File: src/dccb_pkg.sv
// Notes on behaviour
// - Debounce code picks 20, 40, 10, 5 ms
// - Aux override: host writes aux data, pins ignored
// - Pin override: host writes pin setting register
// - Interface override: host writes interface registers
// - Interface override blocks program updates
// - Host sets trigger; device copies safeload pairs
// - Trigger clears itself when copy finishes
// - Five safeload address/data pairs exist
// - Only pairs written since last copy move
// - ADC unmute resets 0; 0 mutes ADCs
// - DAC unmute resets 0; 0 mutes DACs
// - Core run bit 0 holds core cleared
// - Rate 1x gives 1024 instructions per sample
// - Rate 2x gives 512 instructions, 96 kHz
// - Rate 4x gives 256 instructions, 192 kHz
// - Rate codes 00/01/10; 11 reserved
package dccb_pkg;
  // Control port word and address widths
  localparam int ADDR_W = 12;
  localparam int DATA_W = 16;
  localparam int SL_N = 5;
  localparam int SL_IDX_W = 3;
  localparam int PRAM_AW = 10;
  localparam int IF_N = 8;
  localparam int AUX_N = 4;
  localparam int AUX_W = 12;
  localparam int GPIO_W = 12;
  // Register locations
  localparam logic [ADDR_W-1:0] IF_BASE = 12'h0800;
  localparam logic [ADDR_W-1:0] IF_LAST = 12'h0807;
  localparam logic [ADDR_W-1:0] GPIO_SET = 12'h0808;
  localparam logic [ADDR_W-1:0] AUX_BASE = 12'h0809;
  localparam logic [ADDR_W-1:0] AUX_LAST = 12'h080C;
  localparam logic [ADDR_W-1:0] SL_DATA_BASE = 12'h0810;
  localparam logic [ADDR_W-1:0] SL_DATA_LAST = 12'h0814;
  localparam logic [ADDR_W-1:0] SL_ADDR_BASE = 12'h0815;
  localparam logic [ADDR_W-1:0] SL_ADDR_LAST = 12'h0819;
  localparam logic [ADDR_W-1:0] CORE_CTL = 12'h081C;
  // Core control field positions
  localparam int GD_LSB = 12;
  localparam int AUX_CONV_DATA_HOST_WRITE_BIT = 8;
  localparam int PIN_SETTING_HOST_WRITE_BIT = 7;
  localparam int INTERFACE_REGS_HOST_WRITE_BIT = 6;
  localparam int IST_BIT = 5;
  localparam int ADM_BIT = 4;
  localparam int DAM_BIT = 3;
  localparam int CR_BIT = 2;
  localparam int SR_LSB = 0;
  localparam logic [DATA_W-1:0] CTL_RESET = 16'h0000;
  localparam logic [DATA_W-1:0] CTL_WMASK = 16'h31DF;
  // Rate codes and instructions per sample
  localparam logic [1:0] RATE_1X = 2'h0;
  localparam logic [1:0] RATE_2X = 2'h1;
  localparam logic [1:0] RATE_4X = 2'h2;
  localparam logic [10:0] IPF_1X = 11'h0400;
  localparam logic [10:0] IPF_2X = 11'h0200;
  localparam logic [10:0] IPF_4X = 11'h0100;
  // Debounce times in ms and in clock cycles
  localparam int CLK_HZ = 50_000_000;
  localparam int CYC_PER_MS = CLK_HZ / 1000;
  localparam int DEB_MS_00 = 20;
  localparam int DEB_MS_01 = 40;
  localparam int DEB_MS_10 = 10;
  localparam int DEB_MS_11 = 5;
  localparam int DEB_CYC_00 = DEB_MS_00 * CYC_PER_MS;
  localparam int DEB_CYC_01 = DEB_MS_01 * CYC_PER_MS;
  localparam int DEB_CYC_10 = DEB_MS_10 * CYC_PER_MS;
  localparam int DEB_CYC_11 = DEB_MS_11 * CYC_PER_MS;
  localparam int DEB_CNT_W = 21;
endpackage

File: src/dccb_sl_if.sv
`timescale 1ns/1ns
// Safeload path between control logic and the copy engine
interface dccb_sl_if;
  import dccb_pkg::*;
  logic wr;
  logic is_addr;
  logic [SL_IDX_W-1:0] idx;
  logic [DATA_W-1:0] wdata;
  logic start;
  logic busy;
  logic done;
  logic pram_we;
  logic [PRAM_AW-1:0] pram_addr;
  logic [DATA_W-1:0] pram_data;
  modport ctl (output wr, is_addr, idx, wdata, start, input busy, done, pram_we, pram_addr, pram_data);
  modport eng (input wr, is_addr, idx, wdata, start, output busy, done, pram_we, pram_addr, pram_data);
endinterface

File: src/dccb_core_ctl.sv
`timescale 1ns/1ns
// Core control register with override, safeload and rate logic
module dccb_core_ctl
  import dccb_pkg::*;
#(
  parameter int DEB_CYC_00_P = DEB_CYC_00,
  parameter int DEB_CYC_01_P = DEB_CYC_01,
  parameter int DEB_CYC_10_P = DEB_CYC_10,
  parameter int DEB_CYC_11_P = DEB_CYC_11
)
(
  // Clock and reset
  input wire logic clk_i,
  input wire logic rst_i,
  // Control port
  input wire logic wr_i,
  input wire logic rd_i,
  input wire logic [dccb_pkg::ADDR_W-1:0] addr_i,
  input wire logic [dccb_pkg::DATA_W-1:0] wdata_i,
  output logic [dccb_pkg::DATA_W-1:0] rdata_o,
  // Program side and pins
  input wire logic dsp_if_we_i,
  input wire logic [2:0] dsp_if_idx_i,
  input wire logic [dccb_pkg::DATA_W-1:0] dsp_if_data_i,
  input wire logic [dccb_pkg::GPIO_W-1:0] gpio_pin_i,
  input wire logic [dccb_pkg::AUX_N-1:0][dccb_pkg::AUX_W-1:0] aux_adc_i,
  // Register contents
  output logic [dccb_pkg::IF_N-1:0][dccb_pkg::DATA_W-1:0] if_regs_o,
  output logic [dccb_pkg::GPIO_W-1:0] gpio_setting_o,
  output logic [dccb_pkg::AUX_N-1:0][dccb_pkg::AUX_W-1:0] aux_data_o,
  // Converter and core control
  output logic adc_unmute_o,
  output logic dac_unmute_o,
  output logic core_run_not_clear_o,
  output logic [1:0] rate_multiplier_o,
  output logic [10:0] instr_per_sample_o,
  // Parameter RAM write
  output logic pram_we_o,
  output logic [dccb_pkg::PRAM_AW-1:0] pram_addr_o,
  output logic [dccb_pkg::DATA_W-1:0] pram_data_o
);
  import dccb_pkg::*;

  typedef struct packed {
    logic [DATA_W-1:0] ctl;
    logic [IF_N-1:0][DATA_W-1:0] ifr;
    logic [GPIO_W-1:0] gpio;
    logic [GPIO_W-1:0][DEB_CNT_W-1:0] cnt;
    logic [AUX_N-1:0][AUX_W-1:0] aux;
    logic [DATA_W-1:0] rdata;
    logic [1:0] rate;
    logic [10:0] ipf;
  } dccb_st_t;
  dccb_st_t st_ff, nxt_st;
  dccb_sl_if sl ();
  // Write strobes per register group
  logic wr_ctl;
  logic wr_if;
  logic wr_gpio;
  logic wr_aux;
  logic [DEB_CNT_W-1:0] deb_lim;
  logic [ADDR_W-1:0] if_off;
  logic [ADDR_W-1:0] aux_off;
  logic [ADDR_W-1:0] sld_off;
  logic [ADDR_W-1:0] sla_off;

  // Address decode for host writes
  always_comb
  begin
    wr_ctl = 1'b0;
    wr_if = 1'b0;
    wr_gpio = 1'b0;
    wr_aux = 1'b0;
    if_off = addr_i - IF_BASE;
    aux_off = addr_i - AUX_BASE;
    sld_off = addr_i - SL_DATA_BASE;
    sla_off = addr_i - SL_ADDR_BASE;
    // Safeload pairs decode in their own process below
    if (!wr_i)
      wr_ctl = 1'b0;
    else if (addr_i == CORE_CTL)
      wr_ctl = 1'b1;
    else if (addr_i >= IF_BASE && addr_i <= IF_LAST)
      wr_if = 1'b1;
    else if (addr_i == GPIO_SET)
      wr_gpio = 1'b1;
    else if (addr_i >= AUX_BASE && addr_i <= AUX_LAST)
      wr_aux = 1'b1;
  end

  // debounce time from the select field
  always_comb
  begin
    case (st_ff.ctl[GD_LSB +: 2])
      2'h0: deb_lim = DEB_CNT_W'(DEB_CYC_00_P);
      2'h1: deb_lim = DEB_CNT_W'(DEB_CYC_01_P);
      2'h2: deb_lim = DEB_CNT_W'(DEB_CYC_10_P);
      default: deb_lim = DEB_CNT_W'(DEB_CYC_11_P);
    endcase
  end

  // Safeload pair writes go straight to the engine
  always_comb
  begin
    sl.wr = 1'b0;
    sl.is_addr = 1'b0;
    sl.idx = '0;
    sl.wdata = wdata_i;
    // Start is a level; the engine ignores it in its done cycle
    sl.start = st_ff.ctl[IST_BIT];
    if (wr_i && addr_i >= SL_DATA_BASE && addr_i <= SL_DATA_LAST)
    begin
      sl.wr = 1'b1;
      sl.idx = sld_off[SL_IDX_W-1:0];
    end
    else if (wr_i && addr_i >= SL_ADDR_BASE && addr_i <= SL_ADDR_LAST)
    begin
      sl.wr = 1'b1;
      sl.is_addr = 1'b1;
      sl.idx = sla_off[SL_IDX_W-1:0];
    end
  end

  // Next state of every register
  always_comb
  begin
    nxt_st = st_ff;
    // mute and clear bits written as plain fields
    if (wr_ctl)
      nxt_st.ctl = (wdata_i & CTL_WMASK) | (st_ff.ctl & ~CTL_WMASK);
    // self clear on done; a new set wins
    // bit stays 1 until the copy ends
    nxt_st.ctl[IST_BIT] = (st_ff.ctl[IST_BIT] & ~sl.done) | (wr_ctl & wdata_i[IST_BIT]);
    if (dsp_if_we_i && !st_ff.ctl[INTERFACE_REGS_HOST_WRITE_BIT])
      nxt_st.ifr[dsp_if_idx_i] = dsp_if_data_i;
    if (wr_if && st_ff.ctl[INTERFACE_REGS_HOST_WRITE_BIT])
      nxt_st.ifr[if_off[2:0]] = wdata_i;
    // A bounce back to the old level restarts the count
    // per pin filter, new level must hold for the full time
    for (int i = 0; i < GPIO_W; i++)
    begin
      if (gpio_pin_i[i] == st_ff.gpio[i] || st_ff.ctl[PIN_SETTING_HOST_WRITE_BIT])
        nxt_st.cnt[i] = '0;
      else if (st_ff.cnt[i] >= deb_lim - 1'b1)
      begin
        nxt_st.cnt[i] = '0;
        nxt_st.gpio[i] = gpio_pin_i[i];
      end
      else
        nxt_st.cnt[i] = st_ff.cnt[i] + 1'b1;
    end
    // override stops pin tracking, host owns the register
    if (wr_gpio && st_ff.ctl[PIN_SETTING_HOST_WRITE_BIT])
      nxt_st.gpio = wdata_i[GPIO_W-1:0];
    // aux data from converter unless overridden
    if (!st_ff.ctl[AUX_CONV_DATA_HOST_WRITE_BIT])
      nxt_st.aux = aux_adc_i;
    else if (wr_aux)
      nxt_st.aux[aux_off[1:0]] = wdata_i[AUX_W-1:0];
    // Registered so rate and count switch together
    // reserved code falls back to 1x timing
    case (st_ff.ctl[SR_LSB +: 2])
      RATE_1X:
      begin
        nxt_st.ipf = IPF_1X;
        nxt_st.rate = RATE_1X;
      end
      RATE_2X:
      begin
        nxt_st.ipf = IPF_2X;
        nxt_st.rate = RATE_2X;
      end
      RATE_4X:
      begin
        nxt_st.ipf = IPF_4X;
        nxt_st.rate = RATE_4X;
      end
      default:
      begin
        nxt_st.ipf = IPF_1X;
        nxt_st.rate = RATE_1X;
      end
    endcase
    // Safeload pairs are write only and read back as zero
    // Read data lands one cycle after the strobe; unmapped reads 0
    if (!rd_i)
      nxt_st.rdata = st_ff.rdata;
    else if (addr_i == CORE_CTL)
      nxt_st.rdata = st_ff.ctl;
    else if (addr_i >= IF_BASE && addr_i <= IF_LAST)
      nxt_st.rdata = st_ff.ifr[if_off[2:0]];
    else if (addr_i == GPIO_SET)
      nxt_st.rdata = DATA_W'(st_ff.gpio);
    else if (addr_i >= AUX_BASE && addr_i <= AUX_LAST)
      nxt_st.rdata = DATA_W'(st_ff.aux[aux_off[1:0]]);
    else
      nxt_st.rdata = '0;
  end

  // State register; reset clears mutes to muted and core held
  always_ff @(posedge clk_i)
  begin
    if (rst_i)
    begin
      st_ff <= '0;
      st_ff.ctl <= CTL_RESET;
      st_ff.ipf <= IPF_1X;
    end
    else
      st_ff <= nxt_st;
  end

  // Copy engine
  dccb_safeload u_safeload (
    .clk_i(clk_i),
    .rst_i(rst_i),
    .sl(sl.eng)
  );

  // Outputs are flop fields
  assign rdata_o = st_ff.rdata;
  assign if_regs_o = st_ff.ifr;
  assign gpio_setting_o = st_ff.gpio;
  assign aux_data_o = st_ff.aux;
  assign adc_unmute_o = st_ff.ctl[ADM_BIT];
  assign dac_unmute_o = st_ff.ctl[DAM_BIT];
  assign core_run_not_clear_o = st_ff.ctl[CR_BIT];
  assign rate_multiplier_o = st_ff.rate;
  assign instr_per_sample_o = st_ff.ipf;
  assign pram_we_o = sl.pram_we;
  assign pram_addr_o = sl.pram_addr;
  assign pram_data_o = sl.pram_data;
endmodule // dccb_core_ctl

File: src/dccb_safeload.sv
`timescale 1ns/1ns
// Holds the safeload pairs and copies pending ones to parameter RAM
module dccb_safeload
  import dccb_pkg::*;
(
  // Clock and reset
  input wire logic clk_i,
  input wire logic rst_i,
  // Control side
  dccb_sl_if.eng sl
);
  typedef struct packed {
    logic [SL_N-1:0][PRAM_AW-1:0] addr;
    logic [SL_N-1:0][DATA_W-1:0] data;
    logic [SL_N-1:0] pend;
    logic busy;
    logic done;
    logic [SL_IDX_W-1:0] idx;
    logic we;
    logic [PRAM_AW-1:0] waddr;
    logic [DATA_W-1:0] wdata;
  } dccb_sl_st_t;
  dccb_sl_st_t st_ff, nxt_st;

  // Copy walks all five slots, one per cycle
  always_comb
  begin
    nxt_st = st_ff;
    nxt_st.we = 1'b0;
    nxt_st.done = 1'b0;
    if (st_ff.busy)
    begin
      if (st_ff.pend[st_ff.idx])
      begin
        nxt_st.we = 1'b1;
        nxt_st.waddr = st_ff.addr[st_ff.idx];
        nxt_st.wdata = st_ff.data[st_ff.idx];
        nxt_st.pend[st_ff.idx] = 1'b0;
      end
      if (st_ff.idx == SL_IDX_W'(SL_N - 1))
      begin
        nxt_st.busy = 1'b0;
        nxt_st.done = 1'b1;
      end
      nxt_st.idx = st_ff.idx + 1'b1;
    end
    // done gap stops a double start
    else if (sl.start && !st_ff.done)
    begin
      nxt_st.busy = 1'b1;
      nxt_st.idx = '0;
    end
    // host fills a pair; a late write stays pending
    if (sl.wr && sl.idx < SL_IDX_W'(SL_N))
    begin
      if (sl.is_addr)
        nxt_st.addr[sl.idx] = sl.wdata[PRAM_AW-1:0];
      else
        nxt_st.data[sl.idx] = sl.wdata;
      nxt_st.pend[sl.idx] = 1'b1;
    end
  end

  // State register
  always_ff @(posedge clk_i)
  begin
    if (rst_i)
      st_ff <= '0;
    else
      st_ff <= nxt_st;
  end

  assign sl.busy = st_ff.busy;
  assign sl.done = st_ff.done;
  assign sl.pram_we = st_ff.we;
  assign sl.pram_addr = st_ff.waddr;
  assign sl.pram_data = st_ff.wdata;
endmodule // dccb_safeload

File: config.mk
export PLATFORM = sky130hd
export DESIGN_NAME = dccb_core_ctl
export DESIGN_NICKNAME = d
export VERILOG_FILES = /design/src/dccb_pkg.sv /design/src/dccb_sl_if.sv /design/src/dccb_core_ctl.sv /design/src/dccb_safeload.sv
export SDC_FILE = /design/constraint.sdc
export NUM_CORES = 2
export LEC_CHECK = 0
export ABC_AREA = 1
export BUFFER_PORTS_ARGS = -buffer_cell sky130_fd_sc_hd__buf_4
export CORE_ASPECT_RATIO = 1.75
export CORE_UTILIZATION = 53
export DETAILED_ROUTE_END_ITERATION = 7
export PLACE_DENSITY = 0.75
export SETUP_SLACK_MARGIN = 0.1
export SYNTH_ARGS = -nofsm -noshare
export SYNTH_HDL_FRONTEND = slang
export SYNTH_SLANG_ARGS = --single-unit
export TNS_END_PERCENT = 20
File: constraint.sdc
create_clock -name clk_i -period 6.2 [get_ports clk_i]
set_clock_uncertainty 0.2 [all_clocks]
set_input_delay 1.24 -clock clk_i [delete_from_list [all_inputs] [get_ports clk_i]]
set_output_delay 1.24 -clock clk_i [all_outputs]
set_load 0.005 [all_outputs]
==> insert_results.sql <==
INSERT INTO impl_metrics (metric_group, metric, value, unit) VALUES
('worst_setup_path', 'critical_path_arrival', '4.98', 'ns'),
('worst_setup_path', 'timing_worst_setup_path_type', 'reg2reg', ''),
('power_and_ir_drop', 'power_density', '214', 'nW/µm²'),
('routing', 'drt_drc_violations_left', '0', ''),
('global_route', 'antenna_found_initial', '7', ''),
('sta', 'worst_slew_margin_rel', '0.0891', ''),
('finish', 'mostFrequentLayoutCell', 'sky130_fd_sc_hd__nand2_1', ''),
('floorplanning', 'core_region_area', '69500', 'µm²'),
('routing', 'totalWireLength', '125000', 'µm'),
('cts', 'cts_tree', 'built', ''),
('place', 'portBuffers', '350', ''),
('yosys', 'postSynth.asyncResetShare', '0', ''),
('routing', 'antenna_left', '0', ''),
('place', 'dpl.hpwl', '91200', 'µm'),
('power_and_ir_drop', 'switching_share', '0.257', ''),
('power_and_ir_drop', 'power.combinational.fraction', '0.073', ''),
('power_and_ir_drop', 'leakagePower', '17.5', 'nW'),
('finish', 'drive_above_1_share', '0.105', ''),
('routing', 'detail_route.vias_per_cell', '5.68', ''),
('floorplanning', 'horiz_die_dim', '202', 'µm'),
('power_and_ir_drop', 'net_sw_power', '2.22', 'mW'),
('cts', 'clk_pin_slew_worst_paths', '0.06', 'ns'),
('yosys', 'syn_inst', '5344', ''),
('finish', 'finalNonFillerCells', '6273', ''),
('cts', 'cts_sinks', '637', ''),
('floorplanning', 'initial_core_util', '0.534', ''),
('global_route', 'grt_pass1_vias', '33300', ''),
('job', 'max_cap_violations', '0', ''),
('sta', 'final_max_slew_viol_count', '0', ''),
('cts', 'cts_hold_repair.buffers', '0', ''),
('power_and_ir_drop', 'total_power', '8.65', 'mW'),
('place', 'dpl.cell_count', '6164', ''),
('power_and_ir_drop', 'cell_internal_pwr', '6.43', 'mW'),
('yosys', 'synth_seq_cells', '637', ''),
('global_route', 'maximum_number_of_pins_on_one_net_before_global_route_repair', '102', ''),
('sta', 'hold_viol', '0', ''),
('routing', 'dr.first_iter.drc_count', '2711', ''),
('yosys', 'syn_area_per_cell', '6.95', 'µm²'),
('floorplanning', 'pin_count', '359', ''),
('sta', 'period_share', '0.744', ''),
('yosys', 'synthesis.yosys.warnings', '0', ''),
('worst_setup_path', 'cp_max_fo', '21', ''),
('sta', 'finalWorstSetupSlack', '1.59', 'ns'),
('worst_setup_path', 'worstSetupStartpointType', 'flop', ''),
('sta', 'setup_total_negative_slack', '0', 'ns'),
('worst_hold_path', 'min_delay_path_depth', '1', ''),
('sta', 'clock.fmax', '217', 'MHz'),
('cts', 'clk_latency', '0.67', 'ns'),
('routing', 'detail_route.wl_per_cell', '20.0', 'µm'),
('finish', 'mostFrequentLayoutCells', '1,064 x sky130_fd_sc_hd__nand2_1, 853 x sky130_fd_sc_hd__nor2_1, 636 x sky130_fd_sc_hd__dfxtp_1', ''),
('floorplanning', 'die_area', '71200', 'µm²'),
('yosys', 'seq_area_frac_synth', '0.343', ''),
('power_and_ir_drop', 'fraction_of_power_consumed_by_sequential_logic', '0.487', ''),
('cts', 'post-cts-setup-buffer-count', '0', ''),
('sta', 'timing.final.crit_period', '4.61', 'ns'),
('global_route', 'globalRoute.totalOverflow', '0', ''),
('cts', 'cts_root_buf', 'sky130_fd_sc_hd__clkbuf_16', ''),
('worst_setup_path', 'cp.required', '6.56', 'ns'),
('finish', 'area_delta_synth_final', '8.70', '%'),
('worst_hold_path', 'hold_path_class', 'reg2reg', ''),
('power_and_ir_drop', 'clock_power_share', '0.440', ''),
('place', 'globalplace.congestion', '1.01', ''),
('cts', 'htree_levels', '2', ''),
('worst_setup_path', 'ff2ff_path_depth', '12', ''),
('global_route', 'grt_first_pass_wirelength', '190000', 'µm'),
('sta', 'worstMarginPinSlew', '1.35', 'ns'),
('outcome', 'status', 'complete, no violations', ''),
('cts', 'cts.path.max_buffers', '3', ''),
('global_route', 'grt_usage', '0.343', ''),
('yosys', 'number_of_flops_mapped_to_enable_cells_by_yosys', '0', ''),
('yosys', 'yosys.cell_types.count', '59', '');
## registers in the layout, indices dropped and copies added, names as in the netlist, 2 cells and up
| signal | flops |
|---|---|
| instr_per_sample_o | 2 |
| st_ff | 259 |
| if_regs_o | 128 |
| u_safeload.sl.pram_data | 16 |
| u_safeload.sl.pram_addr | 10 |
| rdata_o | 16 |
| aux_data_o | 48 |
| u_safeload.st_ff | 138 |
| gpio_setting_o | 12 |
## Yosys cell counts (120+ instances only)
library cell               instances  area [µm²]
sky130_fd_sc_hd__nand2_1        1064        3990
sky130_fd_sc_hd__nor3_1          120         601
sky130_fd_sc_hd__nor2_1          855        3210
sky130_fd_sc_hd__o21ai_0         275        1380
sky130_fd_sc_hd__buf_4           246        1850
sky130_fd_sc_hd__a21oi_1         303        1520
sky130_fd_sc_hd__a211oi_1        149        1120
sky130_fd_sc_hd__dfxtp_1         637       12800
sky130_fd_sc_hd__nand3_1         175         876
sky130_fd_sc_hd__ha_1            234        2930
sky130_fd_sc_hd__inv_1           512        1920
sky130_fd_sc_hd__clkbuf_1        184         691
## power groups by stage
stage	registers (mW)	clock network [mW]	logic, mW
finish	4.21	3.81	0.632
global route	4.21	3.99	0.669
CTS	4.21	3.83	0.612
detailed placement	4.30	0	0.610
global placement	4.30	0	0.604
floorplan	4.27	0	0.376
## final timing paths
| check | start | to | slack (ns) |
|---|---|---|---|
| hold reg to reg | st_ff[182]$_SDFF_PP0_ | st_ff[182]$_SDFF_PP0_ | 0.25 |
| setup / recovery | st_ff[481]$_SDFFE_PP0P_ | st_ff[87]$_SDFF_PP0_ | 1.59 |
| setup reg to reg | st_ff[481]$_SDFFE_PP0P_ | st_ff[87]$_SDFF_PP0_ | 1.59 |
| hold / removal | st_ff[182]$_SDFF_PP0_ | st_ff[182]$_SDFF_PP0_ | 0.25 |
## worst max-delay path, cell delays in order, from the launching register on
cell and delay, ns:
sky130_fd_sc_hd__dfxtp_1 0.39, sky130_fd_sc_hd__inv_1 0.18, sky130_fd_sc_hd__ha_1 0.19, sky130_fd_sc_hd__inv_1 0.52, sky130_fd_sc_hd__nor4_2 0.81, sky130_fd_sc_hd__buf_4 0.34, sky130_fd_sc_hd__ha_1 0.27, sky130_fd_sc_hd__nand3_1 0.11
sky130_fd_sc_hd__nor2_1 0.07, sky130_fd_sc_hd__o211ai_1 0.09, sky130_fd_sc_hd__nand4_1 0.22, sky130_fd_sc_hd__nand3b_1 0.72, sky130_fd_sc_hd__nor3b_1 0.38
## logic make-up after synthesis
kind of cell / share of synthesized area
other cells: 0.000101
flops: 0.343
simple gates: 0.279
buf+inv: 0.127
xor+xnor: 0.0262
compound gates: 0.139
mux: 0.00701
fa+ha+maj: 0.0788
## layout make-up
type                            count  area, µm²
Antenna cell                        1       2.50
Clock buffer                       82       1740
Clock inverter                     26        228
Fill cell                        6617      29100
Inverter                          530       2000
Multi-Input combinational cell   3714      19700
Sequential cell                   637      12800
Tap cell                          910       1140
Timing Repair Buffer              373       2800
## stage by stage
step	util	cell area (µm²)	hold slack (ns)
after floorplan	-	37200	0.213
after global placement	0.553	38400	0.225
after detailed placement	0.553	38400	0.238
after CTS	0.581	40400	0.253
after global routing	0.581	40400	0.271
final	0.581	40400	0.247
## per-layer routing
layer,vias up,global-route usage,part of all wire
met2,1466,0.577,0.47
met4,12,0.253,0.082
met5,-,0,0.00061
met3,450,0.0847,0.086
li1,17200,-,-
met1,16500,0.371,0.36
Note: power is estimated with default switching activity, not from simulation.
